[src/hw/nand_host_defs.vh]
// Constants for the x16 NAND pin-level host controller
`ifndef NAND_HOST_DEFS_VH
`define NAND_HOST_DEFS_VH
`define CLK_PERIOD_NS 40
`define WE_LOW_NS 25
`define WE_LOW_CYC ((`WE_LOW_NS + `CLK_PERIOD_NS - 1) / `CLK_PERIOD_NS)
`define RD_ACCESS_NS 30
`define RD_ACCESS_CYC ((`RD_ACCESS_NS + `CLK_PERIOD_NS - 1) / `CLK_PERIOD_NS)
`define PHASE_W 4
`define PHASE_ONE 4'h1
`define ADDR_CYCLES 3'h4
`define COL_LO_MSB 7
`define COL_HI_MSB 10
`define COL_HI_LSB 8
`define ROW_LO_MSB 18
`define ROW_LO_LSB 11
`define ROW_HI_MSB 26
`define ROW_HI_LSB 19
`define ADDR_W 27
`define BUS_W 16
`define FIFO_DEPTH 16
`define FIFO_AW 4
`define OP_CMD 2'h0
`define OP_ADDR 2'h1
`define OP_WDATA 2'h2
`define OP_RDATA 2'h3
`endif

[src/hw/host_fifo.v]
// Synchronous valid/ready FIFO used on the read data path
`timescale 1ns/1ns
module host_fifo #(
  parameter WIDTH = 16,
  parameter DEPTH = 16,
  parameter AW = 4
) (
  input wire i_clk,
  input wire i_rstn,
  input wire i_ce,
  input wire i_in_valid,
  output wire o_in_ready,
  input wire [WIDTH-1:0] i_in_data,
  output wire o_out_valid,
  input wire i_out_ready,
  output wire [WIDTH-1:0] o_out_data
);
  reg [WIDTH-1:0] mem [0:DEPTH-1];
  reg [AW-1:0] wp_ff;
  reg [AW-1:0] rp_ff;
  reg [AW:0] cnt_ff;
  wire push = i_ce && i_in_valid && o_in_ready;
  wire pop = i_ce && o_out_valid && i_out_ready;
  // Full and empty come from a count, so no pointer wrap ambiguity
  assign o_in_ready = (cnt_ff != DEPTH[AW:0]);
  assign o_out_valid = (cnt_ff != {(AW+1){1'b0}});
  assign o_out_data = mem[rp_ff];
  always @(posedge i_clk) begin
    if (push) begin
      mem[wp_ff] <= i_in_data;
    end
  end
  // Pointers and count
  always @(posedge i_clk) begin
    if (!i_rstn) begin
      wp_ff <= {AW{1'b0}};
      rp_ff <= {AW{1'b0}};
      cnt_ff <= {(AW+1){1'b0}};
    end else begin
      if (push) begin
        wp_ff <= wp_ff + 1'b1;
      end
      if (pop) begin
        rp_ff <= rp_ff + 1'b1;
      end
      if (push && !pop) begin
        cnt_ff <= cnt_ff + 1'b1;
      end else if (pop && !push) begin
        cnt_ff <= cnt_ff - 1'b1;
      end
    end
  end
endmodule

[src/hw/nand_host.v]
// Pin-level host controller for an x16 NAND flash device
`timescale 1ns/1ns
`include "nand_host_defs.vh"
// How it works
// - Shared bus carries command, address, write data out and read data back.
// - Commands and addresses use the low byte; upper lanes carry data only.
// - Column address sets the page start for serial access.
// - Host drives all unused address bits and upper lanes low.
// - Host sends two column cycles then two row cycles, fewer when i_req_naddr is 1 to 3, eight (last four zero) when it is 0.
module nand_host (
  input wire i_clk,
  input wire i_rstn,
  input wire i_ce,
  input wire i_req_valid,
  output reg o_req_ready,
  input wire [1:0] i_req_op,
  input wire [`BUS_W-1:0] i_req_data,
  input wire [`ADDR_W-1:0] i_req_addr,
  input wire [2:0] i_req_naddr,
  output reg o_rd_valid,
  input wire i_rd_ready,
  output reg [`BUS_W-1:0] o_rd_data,
  input wire i_wp_allow,
  input wire i_pre_enable,
  output reg o_cle,
  output reg o_ale,
  output reg o_chip_sel_n,
  output reg o_write_strobe_n,
  output reg o_read_strobe_n,
  output reg o_write_protect_n,
  output reg o_pre,
  output reg [`BUS_W-1:0] o_bus_out,
  output reg o_bus_oe_n,
  input wire [`BUS_W-1:0] i_bus_in,
  input wire i_ready_busy,
  output reg o_busy
);
  localparam S_IDLE = 5'b00001;
  localparam S_WLOW = 5'b00010;
  localparam S_WHIGH = 5'b00100;
  localparam S_RLOW = 5'b01000;
  localparam S_RCAP = 5'b10000;
  reg [4:0] state_ff;
  reg [`PHASE_W-1:0] cnt_ff;
  reg [2:0] acyc_ff;
  reg [2:0] alast_ff;
  reg [`ADDR_W-1:0] addr_ff;
  reg [`BUS_W-1:0] rword_ff;
  reg rpush_ff;
  reg [7:0] abyte;
  wire fifo_in_ready;
  wire fifo_out_valid;
  wire [`BUS_W-1:0] fifo_out_data;
  wire fifo_pop;
  wire [2:0] nxt_acyc;
  // Read words go through the FIFO; a full FIFO stalls further read strobes
  host_fifo #(.WIDTH(`BUS_W), .DEPTH(`FIFO_DEPTH), .AW(`FIFO_AW)) u_fifo (
    .i_clk(i_clk),
    .i_rstn(i_rstn),
    .i_ce(i_ce),
    .i_in_valid(rpush_ff),
    .o_in_ready(fifo_in_ready),
    .i_in_data(rword_ff),
    .o_out_valid(fifo_out_valid),
    .i_out_ready(fifo_pop),
    .o_out_data(fifo_out_data)
  );
  // Output stage refills whenever it is empty or being taken
  assign fifo_pop = !o_rd_valid || i_rd_ready;
  // Read port comes from flops, so the sink never sees the FIFO read mux;
  // the price is one cycle of latency and one extra word of slack
  always @(posedge i_clk) begin
    if (!i_rstn) begin
      o_rd_valid <= 1'b0;
      o_rd_data <= {`BUS_W{1'b0}};
    end else if (i_ce && fifo_pop) begin
      o_rd_valid <= fifo_out_valid;
      if (fifo_out_valid) begin
        o_rd_data <= fifo_out_data;
      end
    end
  end
  // Index of the address cycle that follows the current one
  assign nxt_acyc = acyc_ff + 3'h1;
  // Byte for the next address cycle, unused bits forced low; it goes out
  // with the next strobe fall, so it never races a strobe rise
  always @* begin
    abyte = 8'h00;
    case (nxt_acyc)
      3'h0: abyte = addr_ff[`COL_LO_MSB:0];
      3'h1: abyte = {5'h00, addr_ff[`COL_HI_MSB:`COL_HI_LSB]};
      3'h2: abyte = addr_ff[`ROW_LO_MSB:`ROW_LO_LSB];
      3'h3: abyte = addr_ff[`ROW_HI_MSB:`ROW_HI_LSB];
      default: abyte = 8'h00;
    endcase
  end
  // Main sequencer; pins all come from flops
  always @(posedge i_clk) begin
    if (!i_rstn) begin
      state_ff <= S_IDLE;
      cnt_ff <= {`PHASE_W{1'b0}};
      acyc_ff <= 3'h0;
      alast_ff <= 3'h0;
      addr_ff <= {`ADDR_W{1'b0}};
      rword_ff <= {`BUS_W{1'b0}};
      rpush_ff <= 1'b0;
      o_req_ready <= 1'b0;
      o_cle <= 1'b0;
      o_ale <= 1'b0;
      o_chip_sel_n <= 1'b1;
      o_write_strobe_n <= 1'b1;
      o_read_strobe_n <= 1'b1;
      o_write_protect_n <= 1'b0;
      o_pre <= 1'b0;
      o_bus_out <= {`BUS_W{1'b0}};
      o_bus_oe_n <= 1'b1;
      o_busy <= 1'b1;
    end else if (i_ce) begin
      rpush_ff <= 1'b0;
      o_write_protect_n <= i_wp_allow;
      o_pre <= i_pre_enable;
      o_busy <= !i_ready_busy;
      case (state_ff)
        S_IDLE: begin
          o_req_ready <= 1'b1;
          // Chip select kept low while busy; device ignores release anyway
          o_chip_sel_n <= !(i_req_valid || !i_ready_busy);
          if (i_req_valid && o_req_ready) begin
            o_req_ready <= 1'b0;
            o_chip_sel_n <= 1'b0;
            cnt_ff <= {`PHASE_W{1'b0}};
            if (i_req_op == `OP_RDATA) begin
              // Reads wait for ready and for FIFO room
              state_ff <= S_RLOW;
              o_bus_oe_n <= 1'b1;
            end else begin
              state_ff <= S_WLOW;
              o_write_strobe_n <= 1'b0;
              o_bus_oe_n <= 1'b0;
              o_cle <= (i_req_op == `OP_CMD);
              o_ale <= (i_req_op == `OP_ADDR);
              addr_ff <= i_req_addr;
              acyc_ff <= 3'h0;
              alast_ff <= (i_req_naddr > `ADDR_CYCLES) ? `ADDR_CYCLES - 3'h1 : i_req_naddr - 3'h1;
              if (i_req_op == `OP_WDATA) begin
                o_bus_out <= i_req_data;
              end else if (i_req_op == `OP_CMD) begin
                o_bus_out <= {8'h00, i_req_data[7:0]};
              end else begin
                o_bus_out <= {8'h00, i_req_addr[`COL_LO_MSB:0]};
              end
            end
          end
        end
        S_WLOW: begin
          // Strobe low time rounded up to whole cycles
          if (cnt_ff >= `WE_LOW_CYC - `PHASE_ONE) begin
            o_write_strobe_n <= 1'b1;
            cnt_ff <= {`PHASE_W{1'b0}};
            state_ff <= S_WHIGH;
          end else begin
            cnt_ff <= cnt_ff + `PHASE_ONE;
          end
        end
        S_WHIGH: begin
          // Bus held one cycle past the rising edge for hold time
          if (o_ale && acyc_ff != alast_ff) begin
            acyc_ff <= nxt_acyc;
            o_write_strobe_n <= 1'b0;
            o_bus_out <= {8'h00, abyte};
            state_ff <= S_WLOW;
          end else begin
            o_cle <= 1'b0;
            o_ale <= 1'b0;
            o_bus_oe_n <= 1'b1;
            state_ff <= S_IDLE;
          end
        end
        S_RLOW: begin
          if (cnt_ff == {`PHASE_W{1'b0}} && o_read_strobe_n) begin
            if (i_ready_busy && fifo_in_ready && !rpush_ff) begin
              o_read_strobe_n <= 1'b0;
            end
          end else if (cnt_ff >= `RD_ACCESS_CYC) begin
            cnt_ff <= {`PHASE_W{1'b0}};
            state_ff <= S_RCAP;
          end else begin
            cnt_ff <= cnt_ff + `PHASE_ONE;
          end
        end
        S_RCAP: begin
          rword_ff <= i_bus_in;
          rpush_ff <= 1'b1;
          o_read_strobe_n <= 1'b1;
          state_ff <= S_IDLE;
        end
        default: begin
          state_ff <= S_IDLE;
        end
      endcase
    end
  end
endmodule

[config.mk]
export PLATFORM = sky130hd
export DESIGN_NAME = nand_host
export DESIGN_NICKNAME = d
export VERILOG_FILES = /design/src/hw/host_fifo.v /design/src/hw/nand_host.v
export VERILOG_INCLUDE_DIRS = /design/src /design/src/hw
export SDC_FILE = /design/constraint.sdc
export NUM_CORES = 1
export LEC_CHECK = 0
export ABC_AREA = 0
export BUFFER_PORTS_ARGS = -buffer_cell sky130_fd_sc_hd__buf_2
export CORE_UTILIZATION = 54
export DETAILED_ROUTE_END_ITERATION = 16
export GPL_TIMING_DRIVEN = 0
export HOLD_SLACK_MARGIN = 0.1
export PLACE_DENSITY = 0.75
export SYNTH_ARGS = -nofsm -noshare
export SYNTH_HDL_FRONTEND = slang
export SYNTH_SLANG_ARGS = --single-unit
[constraint.sdc]
create_clock -name i_clk -period 2.8 [get_ports i_clk]
set_input_delay 0 -clock i_clk [delete_from_list [all_inputs] [get_ports i_clk]]
set_output_delay 0 -clock i_clk [all_outputs]
set_load 0.01 [all_outputs]
==> results.yml, run 1 <==
worst_setup_path:
  r2r_slack_ps: 90
  cp_slowest_stage_delay_ps: 580
  crit_end: "u_fifo.cnt_ff[4]$_SDFFE_PN0P_"
  r2r_start: "u_fifo.cnt_ff[1]$_SDFFE_PN0P_"
  rr_worst_depth: 10
  cp_cell_sequence: "or4_4 -> o211a_4 -> ha_4 -> inv_2 -> ha_1 -> nor2b_1 -> o21a_1 -> or3_1 -> a21oi_2 -> mux2i_1"
  crit_required_ps: 3250
  crit_start: "u_fifo.cnt_ff[1]$_SDFFE_PN0P_"
  critPathKind: "reg -> reg"
  cp.arrival_ps: 3160
  cp_slowest_cell: "or4_4"
  cp_max_fo: 4
  end_kind: "register"
  rr_endpoint: "u_fifo.cnt_ff[4]$_SDFFE_PN0P_"
  critPathLaunchType: "register"
synth:
  synth-seq-cells: 371
  synth_nets: 1106
  synth_cell_types: 62
  synth-edff-count: 256
  synth_area_mm2: 0.01476
  syn_area_per_cell_um2: 14.59
  syn-instance-count: 1012
  ys_warn_count: 0
  yosysSeqAreaShare_pct: 67.67
  async_reset_ff_share_pct: 0
  synth-main-ff-cell: "edfxtp_1"
floorplan:
  coreArea_mm2: 0.02688
  fp.dieW_um: 167.3
  dieHeight_um: 167.3
  ios: 115
  rows: 60
  die-area_mm2: 0.02800
  start_util_pct: 54.93
cts:
  clock_sinks: 371
  cts_made_buffers: 37
  clk_pin_slew_worst_paths_ps: 60
  clock_latency_ps: 520
  cts_root_buf: "clkbuf_16"
  cts_max_level: 2
  cts_tree: "yes"
  cts.path.max_buffers: 3
routing:
  wl_per_cell_um: 21.33
  via_per_inst: 5.898
  first_iter_violations: 901
  first_pass_iters: 5
  totalWireLength_um: 34730
  ant_nets: 0
  drc: 0
  num_vias: 9602
global_routing:
  grt_max_degree: 18
  grt_pass1_wl_um: 54520
  overflow: 0
  grt_antenna_before_repair: 0
  gr-usage-all-layers_pct: 25.42
  grt_pass1_vias: 9853
sta:
  max_freq_mhz: 368.3
  whs_ps: 111.5
  tns_ps: 0
  maxSlewViolCount: 0
  rsz0062_at_grt: "false"
  hold_viol_final: 0
  slew_headroom_pct: 35.57
  fin_skew_ps: 16.43
  period_share_pct: 96.96
  setup_viol: 0
  finalCriticalPeriod_ps: 2715
  worstMarginPinSlew_ps: 965.4
worst_hold_path:
  hp-class: "in -> reg"
power:
  peakVddDrop_uv: 470.2
  powerDensity_mw_per_mm2: 704.1
  finalPower_mw: 12.72
  p_leak_nw: 6.070
cells_and_area:
  instances_no_fill: 1628
  area_growth_pct: 22.39
  drive_above_1_share_pct: 23.62
  final_util_pct: 67.22
  fin_nets: 1355
  diodes: 0
placed_design:
  io_buffers: 112
  gp_congestion: 0.8899
  dp.cells: 1481
  post-dp-hpwl_um: 22120
flow_run:
  maxCapViolCount: 0
outcome:
  status: "completed"
sequential cells by signal, indices dropped and copies added, names as in the netlist, 3 cells and up:
signal and flops:
rword_ff 16, state_ff 5, o_rd_data 16, acyc_ff 3, u_fifo.rp_ff 4, o_bus_out 16, u_fifo.mem 256, u_fifo.wp_ff 4
alast_ff 3, u_fifo.cnt_ff 5, cnt_ff 4, addr_ff 27
placed cells by master (no fill, tap or decap), drive strengths merged, types with 14 or more instances in the layout:
cell type | synthesis | layout
clkbuf | 31 | 77
a21oi | 70 | 70
a22oi | 33 | 33
mux2i | 14 | 14
dlygate4sd3 | 0 | 81
o21ai | 25 | 25
ha | 21 | 21
mux4 | 64 | 64
edfxtp | 256 | 256
nand2 | 144 | 144
dfxtp | 115 | 115
buf | 36 | 166
a22o | 19 | 19
inv | 20 | 22
nor2 | 44 | 44
cell usage after synthesis (3+ instances only):
cell,number,area (um^2)
a21oi_1,70,350.3
a221oi_1,3,26.28
a222oi_1,5,50.05
a22o_1,19,166.4
a22oi_1,33,247.7
and2_1,3,18.77
buf_1,9,33.78
buf_2,19,95.09
buf_4,4,30.03
buf_6,4,45.04
clkbuf_1,31,116.4
dfxtp_1,115,2302
edfxtp_1,256,7687
ha_1,21,262.8
inv_1,20,75.07
mux2i_1,14,140.1
mux4_2,64,1441
nand2_1,144,540.5
nand2b_1,4,25.02
nand3_1,11,55.05
nand4_1,13,81.33
nor2_1,44,165.2
nor2b_1,4,25.02
nor3_1,12,60.06
o21a_1,3,22.52
o21ai_0,25,125.1
o22ai_1,7,43.79
xnor2_1,3,26.28
xor2_1,10,87.58
worst max-delay path, delay by kind of cell (launching register included):
| kind | cells | cell delay, ps |
|---|---|---|
| DFF | 1 | 340 |
| muxes | 1 | 180 |
| adders and majority gates | 2 | 410 |
| buffers and inverters | 1 | 80 |
| and+or+nand+nor | 3 | 1030 |
| AOI/OAI and AO/OA | 3 | 600 |
through the flow:
step,setup slack (ps),instance area [um^2]
6_report,85.07,18070
5_1_grt,12.17,18070
4_1_cts,27.70,18050
3_5_place_dp,-236.4,16020
3_3_place_gp,-916.9,15750
2_1_floorplan,21.97,14760
layer usage:
layer	vias up	part of all wire, %	track usage, %
met5	-	0	0
met4	0	2.7	8.137
met3	75	6.8	3.900
met2	410	50	43.95
met1	4764	41	33.12
li1	4353	-	-
cell families (layout without fill, tap and decap cells):
| kind of cell | after synthesis | count (layout) | synth area share, % |
|---|---|---|---|
| compound gates | 185 | 185 | 8.264 |
| xor+xnor | 13 | 13 | 0.7713 |
| fa+ha+maj | 22 | 22 | 1.916 |
| buf+inv | 87 | 362 | 2.678 |
| flops | 371 | 371 | 67.67 |
| mux | 78 | 78 | 10.71 |
| simple gates | 256 | 256 | 7.984 |
area by class of cell:
cell class	instances	area, um^2
fill	1770	8810
clock inverter	18	162.7
inverter	20	75.07
multi-input combinational	554	4451
tap	341	426.7
sequential	371	9991
buffer	66	316.6
timing repair buffer	211	1608
clock buffer	47	1036
how the worst min path moves through the flow:
stage | end | slack [ps] | cells after the start | start
floorplan | addr_ff[0]$_SDFFE_PN0P_ | 140 | 2 | i_req_addr[0]
global route | alast_ff[2]$_SDFFE_PN0P_ | 130 | 6 | i_req_naddr[1]
global placement | o_bus_out[10]$_SDFFE_PN0P_ | 230 | 3 | i_req_data[10]
detailed placement | o_bus_out[15]$_SDFFE_PN0P_ | 240 | 3 | i_req_data[15]
CTS | alast_ff[2]$_SDFFE_PN0P_ | 110 | 6 | i_req_naddr[1]
finish | alast_ff[2]$_SDFFE_PN0P_ | 110 | 6 | i_req_naddr[1]
power breakdown:
group | switching, mW | internal, mW | leakage [nW]
registers | 0.125 | 5.96 | 3.11
logic | 0.922 | 0.818 | 2.37
clock network | 2.01 | 2.89 | 0.592
total | 3.05 | 9.67 | 6.07
timing repair:
item                                   in CTS  in global routing
endpoints found under the hold margin      76                  0
hold buffers                               81                  0
setup endpoints to repair                   1                  9
gates resized for setup                     4                  5
pin swaps                                   3                  2
buffers inserted                            2                  0
No activity file was read; power rests on OpenSTA's default activity.
==> run 2: changes to the inputs <==
--- a/config.mk
+++ b/config.mk
@@ -9,10 +9,11 @@
 export ABC_AREA = 0
 export BUFFER_PORTS_ARGS = -buffer_cell sky130_fd_sc_hd__buf_2
 export CORE_UTILIZATION = 54
+export CTS_CLUSTER_SIZE = 24
 export DETAILED_ROUTE_END_ITERATION = 16
 export GPL_TIMING_DRIVEN = 0
 export HOLD_SLACK_MARGIN = 0.1
-export PLACE_DENSITY = 0.75
+export PLACE_DENSITY = 0.76
 export SYNTH_ARGS = -nofsm -noshare
 export SYNTH_HDL_FRONTEND = slang
 export SYNTH_SLANG_ARGS = --single-unit
==> results.yml, run 2 (synthesis gave the netlist of run 1 again) <==
routing:
  totalWireLength_um: 36430
  drc: 0
  ant_nets: 0
  via_per_inst: 6.035
  num_vias: 9880
  first_iter_violations: 907
  wl_per_cell_um: 22.26
  first_pass_iters: 6
cells_and_area:
  layout_commonest_cell: "edfxtp_1"
  multi_input_area_mm2: 0.004488
  diodes: 0
  regArea_mm2: 0.009993
  drive_above_1_share_pct: 24.61
  final_util_pct: 67.49
  final_cell_mix: "256 x edfxtp_1, 144 x nand2_1, 130 x buf_2, 112 x dfxtp_1, 78 x dlygate4sd3_1"
  fillers: 1734
  largest_register: "u_fifo.mem"
  largest_reg_flops: 256
  final_cell_area_mm2: 0.01814
  area_growth_pct: 22.88
  fin_nets: 1360
  top_regs: "u_fifo.mem (256), addr_ff (27)"
sta:
  fin_skew_ps: 22.99
  worstMarginPinSlew_ps: 834.2
  fin_ws_ps: 14.68
  rsz0062_at_grt: "true"
  finalCriticalPeriod_ps: 2785
  period_share_pct: 99.48
  maxSlewViolCount: 0
  hold_viol_final: 0
  setup_viol: 0
  whs_ps: 125.3
  slew_headroom_pct: 44.08
  max_freq_mhz: 359.0
floorplan:
  fp.dieW_um: 167.3
  dieHeight_um: 167.3
  coreArea_mm2: 0.02688
  rows: 60
  start_util_pct: 54.93
  ios: 115
  die-area_mm2: 0.02800
power:
  powerDensity_mw_per_mm2: 701.7
  p_leak_nw: 6.129
  peakVddDrop_uv: 485.1
  finalPower_mw: 12.73
worst_setup_path:
  critPathLaunchType: "register"
  cp_max_fo: 4
  crit_required_ps: 3260
  cp_common_cell: "ha_4"
  r2r_start: "u_fifo.cnt_ff[1]$_SDFFE_PN0P_"
  cp_cell_sequence: "or4_4 -> o211a_1 -> buf_6 -> ha_4 -> inv_4 -> ha_4 -> nor2b_4 -> o21a_1 -> or3_4 -> a21oi_2 -> mux2i_1"
  cp_slowest_stage_delay_ps: 560
  cp_slowest_cell: "or4_4"
  rr_worst_depth: 11
  cp.arrival_ps: 3240
  end_kind: "register"
  critPathKind: "reg -> reg"
  rr_endpoint: "u_fifo.cnt_ff[4]$_SDFFE_PN0P_"
  r2r_slack_ps: 10
outcome:
  status: "completed"
cts:
  clock_latency_ps: 540
  cts_made_buffers: 38
  cts_root_buf: "clkbuf_16"
  clk_pin_slew_worst_paths_ps: 60
  cts.path.max_buffers: 3
  cts_tree: "yes"
  clock_sinks: 371
  cts_max_level: 2
placed_design:
  dp_slack_ps: -241.6
  post-dp-hpwl_um: 22950
  gp_congestion: 0.8622
  io_buffers: 112
  place_area_mm2: 0.01605
flow_run:
  maxCapViolCount: 0
worst_hold_path:
  hp-class: "in -> reg"
  holdPathStages: 6
  hold_path_startpoint: "i_req_naddr[1]"
  holdPathEnd: "alast_ff[2]$_SDFFE_PN0P_"
global_routing:
  grt_pass1_vias: 9977
  grt_pass1_wl_um: 56590
  grt_max_degree: 18
  gr-usage-all-layers_pct: 26.62
  overflow: 0
  grt_antenna_before_repair: 0
[run 2: cell count changes in the layout (fill, tap and decap cells not counted), sizes merged]
cell | before | now
dlygate4sd3 | 81 | 78
bufinv | 3 | 1
clkbuf | 77 | 85
inv | 22 | 23
buf | 166 | 171
[run 2: worst max-delay path by stage]
stage | end | start | slack (ps) | cells past startpoint
final | u_fifo.cnt_ff[4]$_SDFFE_PN0P_ | u_fifo.cnt_ff[1]$_SDFFE_PN0P_ | 10 | 11
after global routing | u_fifo.cnt_ff[4]$_SDFFE_PN0P_ | u_fifo.cnt_ff[1]$_SDFFE_PN0P_ | -120 | 11
after CTS | u_fifo.cnt_ff[4]$_SDFFE_PN0P_ | u_fifo.cnt_ff[3]$_SDFFE_PN0P_ | 0.6 | 11
after detailed placement | u_fifo.cnt_ff[4]$_SDFFE_PN0P_ | u_fifo.cnt_ff[0]$_SDFFE_PN0P_ | -240 | 10
after global placement | u_fifo.mem[1][15]$_DFFE_PP_ | u_fifo.cnt_ff[0]$_SDFFE_PN0P_ | -920 | 5
after floorplan | u_fifo.cnt_ff[4]$_SDFFE_PN0P_ | u_fifo.cnt_ff[0]$_SDFFE_PN0P_ | 20 | 11
[run 2: through the flow]
step | setup TNS [ps] | cells
after CTS | 0 | 1633
after floorplan | 0 | 1012
after detailed placement | -241.6 | 1483
final | 0 | 1637
after global placement | -51710 | 1465
after global routing | -117.6 | 1637
[run 2: routing by layer]
| metal | up-vias | wire (um) | GRT usage (%) |
|---|---|---|---|
| met3 | 91 | 2894 | 3.876 |
| met2 | 545 | 17780 | 44.44 |
| met1 | 4881 | 14650 | 35.80 |
| met5 | - | 0 | 0 |
| met4 | 0 | 1107 | 9.693 |
| li1 | 4363 | - | - |
[run 2: worst max-delay path: cells and delay by family (launching register included)]
kind / cells / cell delay [ps]
multiplexers: 1 / 180
flip-flops: 1 / 330
adder cells (fa/ha/maj): 2 / 360
AO/OA/AOI/OAI: 3 / 590
AND/OR/NAND/NOR: 3 / 1060
buffers and inverters: 2 / 190
[run 2: layout make-up]
cell class / instances / share of cell area, %
Clock inverter: 17 / 0.6967
Inverter: 20 / 0.4277
Timing Repair Buffer: 214 / 9.071
Sequential cell: 371 / 55.09
Tap cell: 341 / 2.352
Clock buffer: 53 / 5.781
Buffer: 67 / 1.835
Multi-Input combinational cell: 554 / 24.74
[run 2: timing repair]
item,CTS,global route
buffers inserted,2,4
hold endpoints to repair,76,0
pin swaps,3,8
setup endpoints to repair,1,6
cloned,0,0
resized for setup,4,20
hold buffers,78,0
[run 2: report_power, final]
group	leakage [nW]	switching [mW]	internal [mW]
combinational	2.44	0.956	0.884
clock	0.581	2.06	2.73
sequential	3.11	0.130	5.96
